[config.mk]
export PLATFORM = sky130hd
export DESIGN_NAME = atm_timer
export DESIGN_NICKNAME = d
export VERILOG_FILES = /design/src/hw/atm_pkg.sv /design/src/hw/atm_divider.sv /design/src/hw/atm_irq.sv /design/src/hw/atm_timer.sv
export VERILOG_INCLUDE_DIRS = /design/src /design/src/hw
export SDC_FILE = /design/constraint.sdc
export NUM_CORES = 1
export LEC_CHECK = 0
export BUFFER_PORTS_ARGS = -buffer_cell sky130_fd_sc_hd__buf_2
export CAP_MARGIN = 20
export CORE_ASPECT_RATIO = 1.75
export CORE_MARGIN = 2
export CORE_UTILIZATION = 35
export CTS_CLUSTER_DIAMETER = 150
export DETAILED_ROUTE_END_ITERATION = 12
export SETUP_SLACK_MARGIN = 0.3
export SYNTH_ARGS = -nofsm -noshare
export SYNTH_HDL_FRONTEND = slang
export SYNTH_HIERARCHICAL = 1
export SYNTH_SLANG_ARGS = --single-unit
[constraint.sdc]
create_clock -name mclk -period 11.54 [get_ports mclk]
set_input_delay 2.308 -clock mclk [delete_from_list [all_inputs] [get_ports mclk]]
set_output_delay 2.308 -clock mclk [all_outputs]
set_load 0.02 [all_outputs]
[src/hw/atm_params.svh]
// Register offsets, reset values and timing constants of the angular timer
`ifndef ATM_PARAMS_SVH
`define ATM_PARAMS_SVH
`define ATM_ADDR_W 4
`define ATM_OFF_CTRL 4'h0
`define ATM_OFF_RES_LO 4'h1
`define ATM_OFF_RES_HI 4'h2
`define ATM_OFF_THRESHOLD_FIELD_LO 4'h3
`define ATM_OFF_THRESHOLD_FIELD_HI 4'h4
`define ATM_OFF_PER_LO 4'h5
`define ATM_OFF_PER_HI 4'h6
`define ATM_OFF_PHS_LO 4'h7
`define ATM_OFF_PHS_HI 4'h8
`define ATM_OFF_ERR_LO 4'h9
`define ATM_OFF_ERR_HI 4'hA
`define ATM_OFF_STAT 4'hB
`define ATM_OFF_MASK 4'hC
`define ATM_CTRL_EN 0
`define ATM_CTRL_MULTI 1
`define ATM_CTRL_POL 2
`define ATM_STAT_PER 0
`define ATM_STAT_PHS 1
`define ATM_STAT_MISS 2
`define ATM_CTRL_RST 8'h00
`define ATM_RES_RST 16'h0000
`define ATM_THRESHOLD_FIELD_RST 15'h0000
`define ATM_GAP_NUM 3
`define ATM_GAP_DEN 2
`endif

[src/hw/atm_pkg.sv]
// Types shared by the angular timer design files
package atm_pkg;
  typedef logic [15:0] atm_count_t;
  typedef logic [14:0] atm_threshold_field_t;
  typedef logic [2:0] atm_evt_t;
endpackage

[src/hw/atm_divider.sv]
// Programmable divider: one-cycle tick every (limit+1) enabled ticks
`timescale 1ns/1ns
module atm_divider
  import atm_pkg::*;
(
  // Clock and reset
  input wire logic mclk,
  input wire logic rst,
  // Control
  input wire logic tickIn,
  input wire logic restart,
  input wire atm_count_t limit,
  // Output
  output logic tickOut
);
  atm_count_t cnt_q;

  always_ff @(posedge mclk or posedge rst) begin
    if (rst) begin
      cnt_q <= 16'h0000;
    end else if (restart) begin
      cnt_q <= 16'h0000;
    end else if (tickIn) begin
      if (cnt_q >= limit) begin
        cnt_q <= 16'h0000;
      end else begin
        cnt_q <= cnt_q + 16'h0001;
      end
    end
  end

  always_ff @(posedge mclk or posedge rst) begin
    if (rst) begin
      tickOut <= 1'b0;
    end else begin
      tickOut <= tickIn && !restart && (cnt_q >= limit);
    end
  end
endmodule

[src/hw/atm_irq.sv]
// Sticky event flags, write-one-to-clear, with mask and level interrupt
`timescale 1ns/1ns
module atm_irq
  import atm_pkg::*;
(
  // Clock and reset
  input wire logic mclk,
  input wire logic rst,
  // Events and software access
  input wire atm_evt_t events,
  input wire atm_evt_t clearMask,
  input wire atm_evt_t enableMask,
  // State
  output atm_evt_t status,
  output logic irq
);
  genvar i;
  generate
    for (i = 0; i < 3; i++) begin : g_flag
      always_ff @(posedge mclk or posedge rst) begin
        if (rst) begin
          status[i] <= 1'b0;
        end else if (events[i]) begin
          // Set wins over a clear in the same cycle
          status[i] <= 1'b1;
        end else if (clearMask[i]) begin
          status[i] <= 1'b0;
        end
      end
    end
  endgenerate

  always_ff @(posedge mclk or posedge rst) begin
    if (rst) begin
      irq <= 1'b0;
    end else begin
      irq <= |(((status & ~clearMask) | events) & enableMask);
    end
  end
endmodule

[src/hw/atm_timer.sv]
// Angular timer with missing-pulse mode and 15-bit set point
`timescale 1ns/1ns
`include "atm_params.svh"

module atm_timer
  import atm_pkg::*;
(
  // Clock and reset
  input wire logic mclk,
  input wire logic rst,
  // Register port
  input wire logic [`ATM_ADDR_W-1:0] regAddr,
  input wire logic [7:0] regWrData,
  input wire logic regWrite,
  input wire logic regRead,
  output logic [7:0] regRdData_q,
  // Sensor pulse input
  input wire logic pulseIn,
  // Outputs
  output logic periodClkOut_q,
  output logic phaseClkOut_q,
  output logic irq
);
  logic [7:0] ctrl_q;
  atm_count_t resolutionValue_q;
  atm_threshold_field_t thresholdSetting_q;
  logic [6:0] thresholdUpperBuf_q;
  atm_count_t capturedPeriod_q;
  atm_count_t periodCount_q;
  atm_count_t phaseCount_q;
  atm_count_t sinceCount_q;
  logic signed [16:0] errorTerm_q;
  logic gapSeen_q;
  logic pulseIn_q;
  logic [7:0] rdData_d;
  logic enable;
  logic multiMode;
  logic pulseLevel;
  logic activePulse;
  logic periodTick;
  logic phaseTick;
  logic gapDetect;
  logic firstAfterGap;
  logic latchPeriod;
  logic resetPhase;
  logic [17:0] gapLimit;
  atm_evt_t events;
  atm_evt_t clearMask;
  atm_evt_t enableMask;
  atm_evt_t status;

  function automatic logic wrHit(input logic [`ATM_ADDR_W-1:0] off);
    return regWrite && (regAddr == off);
  endfunction

  assign enable = ctrl_q[`ATM_CTRL_EN];
  assign multiMode = ctrl_q[`ATM_CTRL_MULTI];
  assign pulseLevel = pulseIn ^ ctrl_q[`ATM_CTRL_POL];

  // Rising edge of the active level
  always_ff @(posedge mclk or posedge rst) begin
    if (rst) begin
      pulseIn_q <= 1'b0;
    end else begin
      pulseIn_q <= pulseLevel;
    end
  end
  assign activePulse = enable && pulseLevel && !pulseIn_q;

  // Gap threshold: margin above the last period, in module clocks
  assign gapLimit = 18'((({2'b00, capturedPeriod_q} + 18'h00001) *
                   (resolutionValue_q + 16'h0001) * `ATM_GAP_NUM)
                   / `ATM_GAP_DEN);
  assign gapDetect = multiMode && (capturedPeriod_q != 16'h0000) &&
                     ({2'b00, sinceCount_q} > gapLimit);
  assign firstAfterGap = activePulse && (gapSeen_q || gapDetect);
  assign latchPeriod = activePulse && !(multiMode && firstAfterGap);
  // Single-pulse mode resets phase on every pulse
  assign resetPhase = multiMode ? firstAfterGap : activePulse;

  // Time since last pulse and latched gap indication
  always_ff @(posedge mclk or posedge rst) begin
    if (rst) begin
      sinceCount_q <= 16'h0000;
      gapSeen_q <= 1'b0;
    end else if (!enable || activePulse) begin
      sinceCount_q <= 16'h0000;
      gapSeen_q <= 1'b0;
    end else begin
      if (sinceCount_q != 16'hFFFF) begin
        sinceCount_q <= sinceCount_q + 16'h0001;
      end
      if (gapDetect) begin
        gapSeen_q <= 1'b1;
      end
    end
  end

  atm_divider u_perDiv (
    .mclk(mclk),
    .rst(rst),
    .tickIn(enable),
    .restart(latchPeriod),
    .limit(resolutionValue_q),
    .tickOut(periodTick)
  );

  atm_divider u_phsDiv (
    .mclk(mclk),
    .rst(rst),
    .tickIn(enable),
    .restart(resetPhase),
    .limit(capturedPeriod_q),
    .tickOut(phaseTick)
  );

  // Period counter and capture
  always_ff @(posedge mclk or posedge rst) begin
    if (rst) begin
      periodCount_q <= 16'h0000;
      capturedPeriod_q <= 16'h0000;
    end else if (latchPeriod) begin
      capturedPeriod_q <= periodCount_q;
      periodCount_q <= 16'h0000;
    end else if (periodTick && periodCount_q != 16'hFFFF) begin
      periodCount_q <= periodCount_q + 16'h0001;
    end
  end

  // Phase counter: clears on every pulse in single mode, only at a gap in multi mode
  always_ff @(posedge mclk or posedge rst) begin
    if (rst) begin
      phaseCount_q <= 16'h0000;
    end else if (resetPhase) begin
      phaseCount_q <= 16'h0000;
    end else if (phaseTick) begin
      phaseCount_q <= phaseCount_q + 16'h0001;
    end
  end

  // Clock outputs
  always_ff @(posedge mclk or posedge rst) begin
    if (rst) begin
      periodClkOut_q <= 1'b0;
      phaseClkOut_q <= 1'b0;
    end else begin
      periodClkOut_q <= resetPhase;
      phaseClkOut_q <= phaseTick;
    end
  end

  // Error against set point
  always_ff @(posedge mclk or posedge rst) begin
    if (rst) begin
      errorTerm_q <= 17'sh00000;
    end else if (latchPeriod) begin
      errorTerm_q <= $signed({1'b0, periodCount_q}) -
                     $signed({2'b00, thresholdSetting_q});
    end
  end

  // Control, resolution and mask registers
  always_ff @(posedge mclk or posedge rst) begin
    if (rst) begin
      ctrl_q <= `ATM_CTRL_RST;
      resolutionValue_q <= `ATM_RES_RST;
      enableMask <= 3'h0;
    end else begin
      if (wrHit(`ATM_OFF_CTRL)) begin
        ctrl_q <= regWrData;
      end
      if (wrHit(`ATM_OFF_RES_LO)) begin
        resolutionValue_q[7:0] <= regWrData;
      end
      if (wrHit(`ATM_OFF_RES_HI)) begin
        resolutionValue_q[15:8] <= regWrData;
      end
      if (wrHit(`ATM_OFF_MASK)) begin
        enableMask <= regWrData[2:0];
      end
    end
  end

  // Set point with buffered high byte
  always_ff @(posedge mclk or posedge rst) begin
    if (rst) begin
      thresholdUpperBuf_q <= 7'h00;
      thresholdSetting_q <= `ATM_THRESHOLD_FIELD_RST;
    end else begin
      if (wrHit(`ATM_OFF_THRESHOLD_FIELD_HI)) begin
        thresholdUpperBuf_q <= regWrData[6:0];
      end
      if (wrHit(`ATM_OFF_THRESHOLD_FIELD_LO)) begin
        thresholdSetting_q <= {thresholdUpperBuf_q, regWrData};
      end
    end
  end

  assign events = {gapDetect && !gapSeen_q, phaseTick, resetPhase};
  assign clearMask = wrHit(`ATM_OFF_STAT) ? regWrData[2:0] : 3'h0;

  atm_irq u_irq (
    .mclk(mclk),
    .rst(rst),
    .events(events),
    .clearMask(clearMask),
    .enableMask(enableMask),
    .status(status),
    .irq(irq)
  );

  // Read mux; unmapped offsets read zero
  always_comb begin
    rdData_d = 8'h00;
    unique case (regAddr)
      `ATM_OFF_CTRL: rdData_d = ctrl_q;
      `ATM_OFF_RES_LO: rdData_d = resolutionValue_q[7:0];
      `ATM_OFF_RES_HI: rdData_d = resolutionValue_q[15:8];
      `ATM_OFF_THRESHOLD_FIELD_LO: rdData_d = thresholdSetting_q[7:0];
      `ATM_OFF_THRESHOLD_FIELD_HI: rdData_d = {1'b0, thresholdSetting_q[14:8]};
      `ATM_OFF_PER_LO: rdData_d = capturedPeriod_q[7:0];
      `ATM_OFF_PER_HI: rdData_d = capturedPeriod_q[15:8];
      `ATM_OFF_PHS_LO: rdData_d = phaseCount_q[7:0];
      `ATM_OFF_PHS_HI: rdData_d = phaseCount_q[15:8];
      `ATM_OFF_ERR_LO: rdData_d = errorTerm_q[7:0];
      `ATM_OFF_ERR_HI: rdData_d = errorTerm_q[15:8];
      `ATM_OFF_STAT: rdData_d = {5'h00, status};
      `ATM_OFF_MASK: rdData_d = {5'h00, enableMask};
      default: rdData_d = 8'h00;
    endcase
  end

  always_ff @(posedge mclk or posedge rst) begin
    if (rst) begin
      regRdData_q <= 8'h00;
    end else begin
      regRdData_q <= regRead ? rdData_d : 8'h00;
    end
  end

  a_threshold_field_high_zero: assert property (@(posedge mclk) disable iff (rst)
    $past(regRead) && $past(regAddr) == `ATM_OFF_THRESHOLD_FIELD_HI
    |-> !regRdData_q[7]) else $error("set point bit 7 not zero");

  a_threshold_field_buffered: assert property (@(posedge mclk) disable iff (rst)
    wrHit(`ATM_OFF_THRESHOLD_FIELD_HI) && !wrHit(`ATM_OFF_THRESHOLD_FIELD_LO)
    |=> $stable(thresholdSetting_q))
    else $error("high byte moved without low write");

  a_threshold_field_latch: assert property (@(posedge mclk) disable iff (rst)
    wrHit(`ATM_OFF_THRESHOLD_FIELD_LO) |=>
    thresholdSetting_q == {$past(thresholdUpperBuf_q), $past(regWrData)})
    else $error("set point latch wrong");

  a_period_capture: assert property (@(posedge mclk) disable iff (rst)
    latchPeriod |=> capturedPeriod_q == $past(periodCount_q)
    && periodCount_q == 16'h0000) else $error("period not captured");

  a_gap_no_capture: assert property (@(posedge mclk) disable iff (rst)
    multiMode && firstAfterGap |=> $stable(capturedPeriod_q))
    else $error("period captured after gap");

  a_gap_outputs: assert property (@(posedge mclk) disable iff (rst)
    multiMode && firstAfterGap |=> periodClkOut_q && status[0]
    && phaseCount_q == 16'h0000) else $error("gap pulse effects missing");

  a_period_only_gap: assert property (@(posedge mclk) disable iff (rst)
    multiMode && activePulse && !firstAfterGap |=> !periodClkOut_q)
    else $error("period out on ordinary pulse");

  a_phase_tick: assert property (@(posedge mclk) disable iff (rst)
    phaseTick && !resetPhase |=> phaseClkOut_q && status[1]
    && phaseCount_q == $past(phaseCount_q) + 16'h0001)
    else $error("phase tick effects missing");

  a_error_term: assert property (@(posedge mclk) disable iff (rst)
    latchPeriod |=> errorTerm_q == $signed({1'b0, capturedPeriod_q})
    - $signed({2'b00, thresholdSetting_q})) else $error("error wrong");

  // Register port: data only in the cycle after a read
  a_rd_idle_zero: assert property (@(posedge mclk) disable iff (rst)
    !$past(regRead) |-> regRdData_q == 8'h00)
    else $error("read data outside read cycle");

  a_rd_data: assert property (@(posedge mclk) disable iff (rst)
    $past(regRead) |-> regRdData_q == $past(rdData_d))
    else $error("read data differ from register");

  a_threshold_field_upper_buf: assert property (@(posedge mclk) disable iff (rst)
    wrHit(`ATM_OFF_THRESHOLD_FIELD_HI) |=> thresholdUpperBuf_q == $past(regWrData[6:0]))
    else $error("high byte not buffered");

  a_res_write: assert property (@(posedge mclk) disable iff (rst)
    wrHit(`ATM_OFF_RES_LO) |=> resolutionValue_q[7:0] == $past(regWrData))
    else $error("resolution low byte not written");

  // Pulse handling and clock outputs
  a_single_period: assert property (@(posedge mclk) disable iff (rst)
    !multiMode && activePulse |=> periodClkOut_q)
    else $error("single mode pulse gave no period out");

  a_single_phase_reset: assert property (@(posedge mclk) disable iff (rst)
    !multiMode && activePulse |=> phaseCount_q == 16'h0000)
    else $error("single mode phase not cleared");

  a_period_out_src: assert property (@(posedge mclk) disable iff (rst)
    periodClkOut_q |-> $past(resetPhase))
    else $error("period out without phase reset");

  a_phase_out_src: assert property (@(posedge mclk) disable iff (rst)
    phaseClkOut_q |-> $past(phaseTick))
    else $error("phase out without phase tick");

  a_disabled_hold: assert property (@(posedge mclk) disable iff (rst)
    !enable |=> $stable(capturedPeriod_q))
    else $error("period captured while disabled");

  // Counters move only on their own ticks or their restart
  a_period_hold: assert property (@(posedge mclk) disable iff (rst)
    !latchPeriod && !periodTick |=> $stable(periodCount_q))
    else $error("period counter moved without tick");

  a_phase_hold: assert property (@(posedge mclk) disable iff (rst)
    !resetPhase && !phaseTick |=> $stable(phaseCount_q))
    else $error("phase counter moved without tick");

  // Event flags
  a_gap_flag: assert property (@(posedge mclk) disable iff (rst)
    gapDetect && !gapSeen_q |=> status[2])
    else $error("gap flag not set");

  a_flag_set_wins: assert property (@(posedge mclk) disable iff (rst)
    events[0] |=> status[0])
    else $error("period flag lost to clear");
endmodule

==> flow_metrics.py, run 1 <==
metrics = {
    "status": {
        "status": "complete, no violations",
    },
    "grt": {
        "grt_pass1_wl_um": 84600,
        "grt_max_degree": 78,
        "grt-ovfl-total": 0,
        "track_usage_pct": 21.0,
        "grt_pass1_vias": 15008,
        "antenna_found_initial": 0,
    },
    "sta": {
        "slew_headroom_pct": 38.3,
        "period_needed_ps": 10620,
        "post-route-period-util_pct": 92.0,
        "max_freq_mhz": 94.2,
        "drv_slew": 0,
        "rsz0062_at_grt": "no",
        "clock_skew_ps": 22.5,
        "setup_tns_ps": 0,
        "hold_viol_final": 0,
        "holdWs_ps": 494,
        "setup_viol": 0,
        "worst_slew_pin_slew_ps": 926,
    },
    "drt": {
        "ant_nets": 0,
        "vias_per_cell": 5.43,
        "vias": 14446,
        "dr.pass1.iters": 5,
        "wl_per_cell_um": 20.4,
        "first_iter_violations": 1065,
        "drc": 0,
        "drt-total-wl_um": 54400,
    },
    "logic_synthesis": {
        "seq_area_frac_synth_pct": 25.3,
        "netlist_area_um2": 17700,
        "postSynthCellCount": 1953,
        "synth_top_area_share_pct": 25.3,
        "async_flop_share_pct": 100,
        "syn_area_per_cell_um2": 9.06,
        "synth_flop_cell": "dfrtp_1",
        "yosysWarnings": 6,
        "synth_seq_cells": 179,
        "synth_edf_count": 0,
        "synth_area_leader_cell": "dfrtp_1",
        "ys_top_cells_by_count": "inv_1, nor2_1, dfrtp_1, nand2_1, ha_1",
        "synth_most_common_cell": "inv_1",
        "synth_cell_type_count": 85,
        "syn_nets": 2237,
        "synthTopCellsByArea": "dfrtp_1, fa_1, ha_1, inv_1, xnor2_1",
    },
    "setup_path": {
        "rr_endpoint": "errorTerm_q[13]",
        "cpMaxStageDelayCell": "dfrtp_2",
        "crit_path_end_kind": "flip-flop",
        "rrSetupSlack_ps": 920,
        "critPathKind": "reg -> reg",
        "crit_arrival_ps": 10960,
        "cp_common_cell": "ha_1",
        "slowest_delay_ps": 640,
        "critPathMaxFanout": 48,
        "crit_required_ps": 11880,
        "r2r_start": "capturedPeriod_q[2]",
        "r2r_cells": 37,
        "worstSetupStartpoint": "capturedPeriod_q[2]",
        "cp-start-kind": "flip-flop",
    },
    "clock_network": {
        "cts_root_buf": "clkbuf_16",
        "cts-htree-levels": 4,
        "cts_sinks": 179,
        "cts_hold_buffers": 0,
        "numCtsBuffers": 17,
        "clk_pin_slew_ps": 80,
        "cts_tree": "yes",
        "clockBufferDepth": 2,
        "clock_latency_ps": 470,
    },
    "floorplan": {
        "coreArea_um2": 50200,
        "num_io_pins": 28,
        "die_area_um2": 52400,
        "die_y_um": 301,
        "floorplan.initialDensity_pct": 35.3,
        "chipWidth_um": 174,
        "std_cell_rows": 109,
    },
    "flow_run": {
        "maxCapViolations": 0,
    },
    "placed_design": {
        "io_buffers": 27,
        "gp_congestion": 0.943,
        "hpwl_um": 43000,
    },
    "min_path": {
        "holdPathStages": 1,
        "min_path_type": "reg -> reg",
        "holdPathEnd": "u_perDiv/cnt_q[15]",
        "hold_start": "u_perDiv/cnt_q[15]",
    },
    "finish": {
        "finalNetCount": 2266,
        "layout-drive-gt1-share_pct": 11.0,
        "seqCellArea_um2": 4490,
        "multi_input_area_um2": 11900,
        "fill_cells": 5092,
        "syn2layout_area_growth_pct": 9.38,
        "diodes": 0,
    },
}
[what timing repair did]
item,4_1_cts,5_1_grt
buffers inserted,0,3
endpoints found under the setup margin,0,81
resized for setup,0,22
hold endpoints to repair,0,0
[critical path, delay by kind of cell (launching register included)]
family | cells | cell delay (ps)
AOI/OAI and AO/OA | 4 | 780
xor gates and xnor gates | 3 | 920
adders and majority gates | 9 | 3470
buffers and inverters | 5 | 820
DFF | 1 | 640
muxes | 1 | 380
and+or+nand+nor | 15 | 3430
[through the flow]
stage,area (um2),cells,utilization [%],worst slack [ps]
after global routing,19400,2661,38.6,338
after floorplan,17700,1953,-,1710
after detailed placement,18600,2625,37.1,371
after global placement,18600,2625,37.1,429
after CTS,19200,2657,38.3,329
final,19400,2661,38.6,924
[how the worst max path moves through the flow]
stage	end	slack [ps]	cells past startpoint
2_1_floorplan	u_perDiv/cnt_q[5]	1710	43
5_1_grt	u_phsDiv/cnt_q[1]	340	43
4_1_cts	u_perDiv/cnt_q[8]	330	38
3_5_place_dp	u_perDiv/cnt_q[8]	370	38
6_report	errorTerm_q[13]	920	37
3_3_place_gp	u_perDiv/cnt_q[8]	430	38
[kinds of logic (layout without fill, tap and decap cells)]
kind of cell	Yosys count	in the layout	share of synthesized area, %
XOR/XNOR	154	154	7.93
multiplexers	105	105	6.73
AND/OR/NAND/NOR	667	667	18.6
buffers and inverters	335	377	7.68
AO/OA/AOI/OAI	246	246	9.54
adder cells (fa/ha/maj)	267	267	24.2
flip-flops	179	179	25.3
[final cells by class]
cell class	instances	area share, %
inverters	278	5.42
clock buffers	17	2.20
repair buffers	67	2.25
flip-flops and latches	179	23.2
clock inverters	15	0.925
multi-input cells	1439	61.7
well taps	666	4.31
[state kept, by name, summed over array words and instances (netlist names)]
| name | cells |
|---|---|
| enableMask | 3 |
| thresholdUpperBuf_q | 7 |
| sinceCount_q | 16 |
| phaseClkOut_q | 1 |
| u_perDiv/cnt_q | 16 |
| u_irq/irq | 1 |
| regRdData_q | 8 |
| u_perDiv/tickOut | 1 |
| errorTerm_q | 16 |
| capturedPeriod_q | 16 |
| u_phsDiv/tickOut | 1 |
| u_phsDiv/cnt_q | 16 |
| u_irq/status | 3 |
| thresholdSetting_q | 15 |
| resolutionValue_q | 16 |
| pulseIn_q | 1 |
| gapSeen_q | 1 |
| periodCount_q | 16 |
| ctrl_q | 8 |
| phaseCount_q | 16 |
| periodClkOut_q | 1 |
[routing by layer]
metal  track usage [%]  wire length, um  vias to the layer above
met1              21.4            18900                     7206
met3              2.19             2040                      183
li1                  -                -                     6576
met5                 0                0                        -
met2              39.8            29200                      481
met4              14.9             4160                        0
[cell usage in the layout (no fill, tap or decap), types with 28 or more instances in the layout]
| cell | instances |
|---|---|
| nand4_1 | 37 |
| dfrtp_1 | 173 |
| nor3_1 | 34 |
| and2_1 | 32 |
| nor2_1 | 179 |
| mux2_1 | 28 |
| mux2_2 | 53 |
| buf_4 | 40 |
| ha_1 | 140 |
| nand3_1 | 52 |
| fa_1 | 125 |
| a21oi_1 | 46 |
| xor2_1 | 63 |
| o21ai_0 | 52 |
| xnor2_1 | 80 |
| inv_1 | 275 |
| nand2_1 | 178 |
Power of run 1 is not shown: default switching activity piles up to over one toggle a cycle in this logic, so the estimate is an artifact.
==> inputs of run 2 (changes only) <==
Settings changed: PLACE_DENSITY set to 0.57.
==> flow_metrics.py, run 2 (same netlist as run 1, synthesis figures left out) <==
metrics = {
    "clock_network": {
        "clk_pin_slew_ps": 70,
        "cts_root_buf": "clkbuf_16",
        "cts-htree-levels": 4,
        "cts_hold_buffers": 0,
        "post_cts_buffers": 0,
        "clockBufferDepth": 2,
        "clock_latency_ps": 460,
        "numCtsBuffers": 17,
        "cts_tree": "yes",
        "cts_sinks": 179,
    },
    "grt": {
        "grt_pass1_wl_um": 87000,
        "grt_pass1_vias": 15117,
        "grt_max_degree": 78,
        "antenna_found_initial": 0,
        "track_usage_pct": 21.7,
        "grt-ovfl-total": 0,
    },
    "floorplan": {
        "num_io_pins": 28,
        "die_area_um2": 52400,
        "std_cell_rows": 109,
        "chipWidth_um": 174,
        "coreArea_um2": 50200,
        "die_y_um": 301,
        "floorplan.initialDensity_pct": 35.3,
    },
    "setup_path": {
        "slowest_delay_ps": 590,
        "crit_required_ps": 11910,
        "crit_path_end_kind": "flip-flop",
        "critPathKind": "reg -> reg",
        "cp-start-kind": "flip-flop",
        "cp_common_cell": "fa_1",
        "critPathMaxFanout": 9,
        "crit_arrival_ps": 10950,
        "cpMaxStageDelayCell": "dfrtp_1",
    },
    "flow_run": {
        "maxCapViolations": 0,
    },
    "drt": {
        "wl_per_cell_um": 20.9,
        "vias": 14423,
        "first_iter_violations": 894,
        "vias_per_cell": 5.42,
        "dr.pass1.iters": 5,
        "drt-total-wl_um": 55500,
        "drc": 0,
        "ant_nets": 0,
    },
    "finish": {
        "finalNetCount": 2268,
        "seqCellArea_um2": 4490,
        "syn2layout_area_growth_pct": 9.41,
        "final_cell_mix": "inv_1, nor2_1, nand2_1",
        "layout-drive-gt1-share_pct": 11.0,
        "final_common_cell": "inv_1",
        "multi_input_area_um2": 11900,
        "fill_cells": 5206,
        "stdcell_count": 2662,
    },
    "placed_design": {
        "hpwl_um": 44000,
        "io_buffers": 27,
        "placed_cells": 2631,
        "gp_congestion": 0.983,
    },
    "sta": {
        "rsz0062_at_grt": "no",
        "max_freq_mhz": 94.6,
        "period_needed_ps": 10570,
        "setup_viol": 0,
        "drv_slew": 0,
        "worst_slew_pin_slew_ps": 1040,
        "holdWs_ps": 497,
        "post-route-period-util_pct": 91.6,
        "slew_headroom_pct": 29.8,
        "hold_viol_final": 0,
        "clock_skew_ps": 11.3,
        "setup_tns_ps": 0,
    },
    "min_path": {
        "min_path_type": "reg -> reg",
    },
    "status": {
        "status": "complete, no violations",
    },
}
-- run 2: layout make-up --
class / instances / area share, %
repair buffers: 69 / 2.39
well taps: 666 / 4.30
clock buffers: 19 / 2.34
clock inverters: 11 / 0.614
diodes: 1 / 0.0129
multi-input cells: 1439 / 61.7
inverters: 278 / 5.42
flip-flops and latches: 179 / 23.2
-- run 2: per-layer routing --
metal,up-vias,GRT usage [%],part of all wire [%]
li1,6583,-,-
met1,7180,22.0,35
met4,0,17.3,9.4
met5,-,0,0
met2,458,40.2,52
met3,202,2.32,3.2
-- run 2: final timing paths --
| kind | start | end | slack (ps) | cells past startpoint |
|---|---|---|---|---|
| worst max-delay path | capturedPeriod_q[6] | u_phsDiv/cnt_q[3] | 970 | 40 |
| worst min-delay path | u_phsDiv/cnt_q[15] | u_phsDiv/cnt_q[15] | 500 | 1 |
| worst max register to register | capturedPeriod_q[6] | u_phsDiv/cnt_q[3] | 970 | 40 |
| worst min register to register | u_phsDiv/cnt_q[15] | u_phsDiv/cnt_q[15] | 500 | 1 |
| max in group asynchronous | rst | sinceCount_q[4] | 8130 | 3 |
| min in group asynchronous | rst | u_irq/status[0] | 1850 | 2 |
-- run 2: per-stage QoR --
| stage | setup WS (ps) | area [um2] | utilization, % |
|---|---|---|---|
| after CTS | 613 | 19300 | 38.4 |
| after global placement | 839 | 18700 | 37.2 |
| final | 965 | 19400 | 38.6 |
| after floorplan | 1710 | 17700 | - |
| after global routing | 277 | 19400 | 38.6 |
| after detailed placement | 662 | 18700 | 37.2 |
-- run 2: timing repair --
action,in CTS,in global routing
endpoints found under the hold margin,0,0
gates resized for setup,0,26
endpoints found under the setup margin,0,59
-- run 2: critical path: cells and delay by family, from the launching register on --
family	cells	cell delay (ps)
buffers and inverters	6	500
and+or+nand+nor	16	3310
adders and majority gates	9	4060
AOI/OAI and AO/OA	6	1330
xor gates and xnor gates	3	680
DFF	1	590
Power of run 2 is left out for the same reason.
==> inputs of run 3 (changes only) <==
Settings changed: CORE_ASPECT_RATIO 1.75 to not set, CORE_MARGIN 2 to not set.
==> flow_metrics.py, run 3 (same netlist as run 1, synthesis figures left out) <==
metrics = {
    "grt": {
        "grt_pass1_vias": 13931,
        "grt_pass1_wl_um": 77500,
        "grt-ovfl-total": 0,
        "track_usage_pct": 19.5,
        "antenna_found_initial": 0,
        "grt_max_degree": 79,
    },
    "clock_network": {
        "cts_root_buf": "clkbuf_16",
        "cts-htree-levels": 4,
        "clock_latency_ps": 460,
        "cts_tree": "yes",
        "cts_sinks": 179,
        "numCtsBuffers": 17,
        "cts_hold_buffers": 0,
        "clockBufferDepth": 2,
        "clk_pin_slew_ps": 70,
    },
    "status": {
        "status": "complete, no violations",
    },
    "finish": {
        "fill_cells": 5088,
        "stdcell_count": 2659,
        "finalNetCount": 2258,
        "design_area_um2": 19300,
        "syn2layout_area_growth_pct": 8.98,
        "final_common_cell": "inv_1",
        "diodes": 0,
        "final_util_pct": 38.6,
        "final_cell_mix": "inv_1, nor2_1, nand2_1",
        "layout-drive-gt1-share_pct": 10.7,
    },
    "setup_path": {
        "cpMaxStageDelayCell": "fa_1",
        "cp_common_cell": "fa_1",
        "crit_buf_inv": 4,
        "critPathMaxFanout": 9,
        "slowest_delay_ps": 590,
        "crit_required_ps": 11900,
        "crit_family": "adder cells",
        "crit_arrival_ps": 10970,
        "cp-start-kind": "flip-flop",
        "critPathKind": "reg -> reg",
        "crit_path_end_kind": "flip-flop",
    },
    "floorplan": {
        "die_y_um": 227,
        "chipWidth_um": 227,
        "die_area_um2": 51500,
        "num_io_pins": 28,
        "floorplan.initialDensity_pct": 35.4,
        "std_cell_rows": 82,
        "coreArea_um2": 50000,
    },
    "sta": {
        "rsz0062_at_grt": "no",
        "worst_slew_pin_slew_ps": 962,
        "post-route-period-util_pct": 92.0,
        "drv_slew": 0,
        "period_needed_ps": 10610,
        "setup_tns_ps": 0,
        "hold_viol_final": 0,
        "clock_skew_ps": 11.5,
        "max_freq_mhz": 94.2,
        "setup_viol": 0,
        "slew_headroom_pct": 35.9,
    },
    "placed_design": {
        "gp_congestion": 0.906,
        "placed_cells": 2625,
        "hpwl_um": 37200,
        "io_buffers": 27,
        "placed_area_um2": 18600,
    },
    "drt": {
        "vias": 13912,
        "wl_per_cell_um": 18.1,
        "first_iter_violations": 1038,
        "drt-total-wl_um": 48100,
        "dr.pass1.iters": 5,
        "ant_nets": 0,
        "vias_per_cell": 5.23,
        "drc": 0,
    },
    "flow_run": {
        "maxCapViolations": 0,
    },
    "min_path": {
        "min_path_type": "reg -> reg",
    },
}
[run 3: cell types whose count changed in the layout (fill, tap and decap cells not counted), sizes merged]
cell | previous run | this run
buf | 69 | 59
diode | 1 | 0
inv | 281 | 283
clkinv | 4 | 7
clkbuf | 19 | 18
clkinvlp | 3 | 1
[run 3: area by class of cell]
cell class	count	area [um2]	share of cell area (%)
sequential	179	4490	23.3
clock inverter	14	143	0.740
inverter	278	1050	5.44
timing repair buffer	59	379	1.97
multi-input combinational	1439	12000	62.0
tap	672	841	4.36
clock buffer	18	429	2.23
[run 3: per-stage QoR]
| step | worst slack (ps) | hold slack, ps |
|---|---|---|
| final | 928 | 485 |
| after global placement | 879 | 464 |
| after detailed placement | 448 | 468 |
| after CTS | 407 | 485 |
| after floorplan | 1710 | 374 |
| after global routing | 328 | 508 |
[run 3: worst paths after layout]
path	startpoint	endpoint	slack, ps	cells past startpoint
max	capturedPeriod_q[1]	u_perDiv/cnt_q[1]	930	39
min	errorTerm_q[12]	errorTerm_q[12]	480	1
max reg2reg	capturedPeriod_q[1]	u_perDiv/cnt_q[1]	930	39
min reg2reg	errorTerm_q[12]	errorTerm_q[12]	480	1
max in group asynchronous	rst	capturedPeriod_q[1]	8140	3
min in group asynchronous	rst	u_irq/irq	1850	2
[run 3: timing repair]
action                                  in CTS  in global routing
endpoints found under the setup margin       0                 80
gates resized for setup                      0                 26
setup buffers                                0                  1
[run 3: routing by layer]
| layer | global-route usage, % | part of all wire (%) | vias to the layer above |
|---|---|---|---|
| met3 | 1.96 | 3.9 | 57 |
| met2 | 32.1 | 47 | 347 |
| met4 | 7.08 | 2.8 | 0 |
| met5 | 0 | 0 | - |
| li1 | - | - | 6564 |
| met1 | 26.3 | 46 | 6944 |
[run 3: worst reg2reg max path, delay by kind of cell (launching register included)]
family / cells / cell delay, ps
xor+xnor: 3 / 710
flops: 1 / 510
fa+ha+maj: 10 / 4370
compound gates: 9 / 1990
buf+inv: 4 / 290
simple gates: 13 / 2640
Power of run 3 is left out for the same reason.
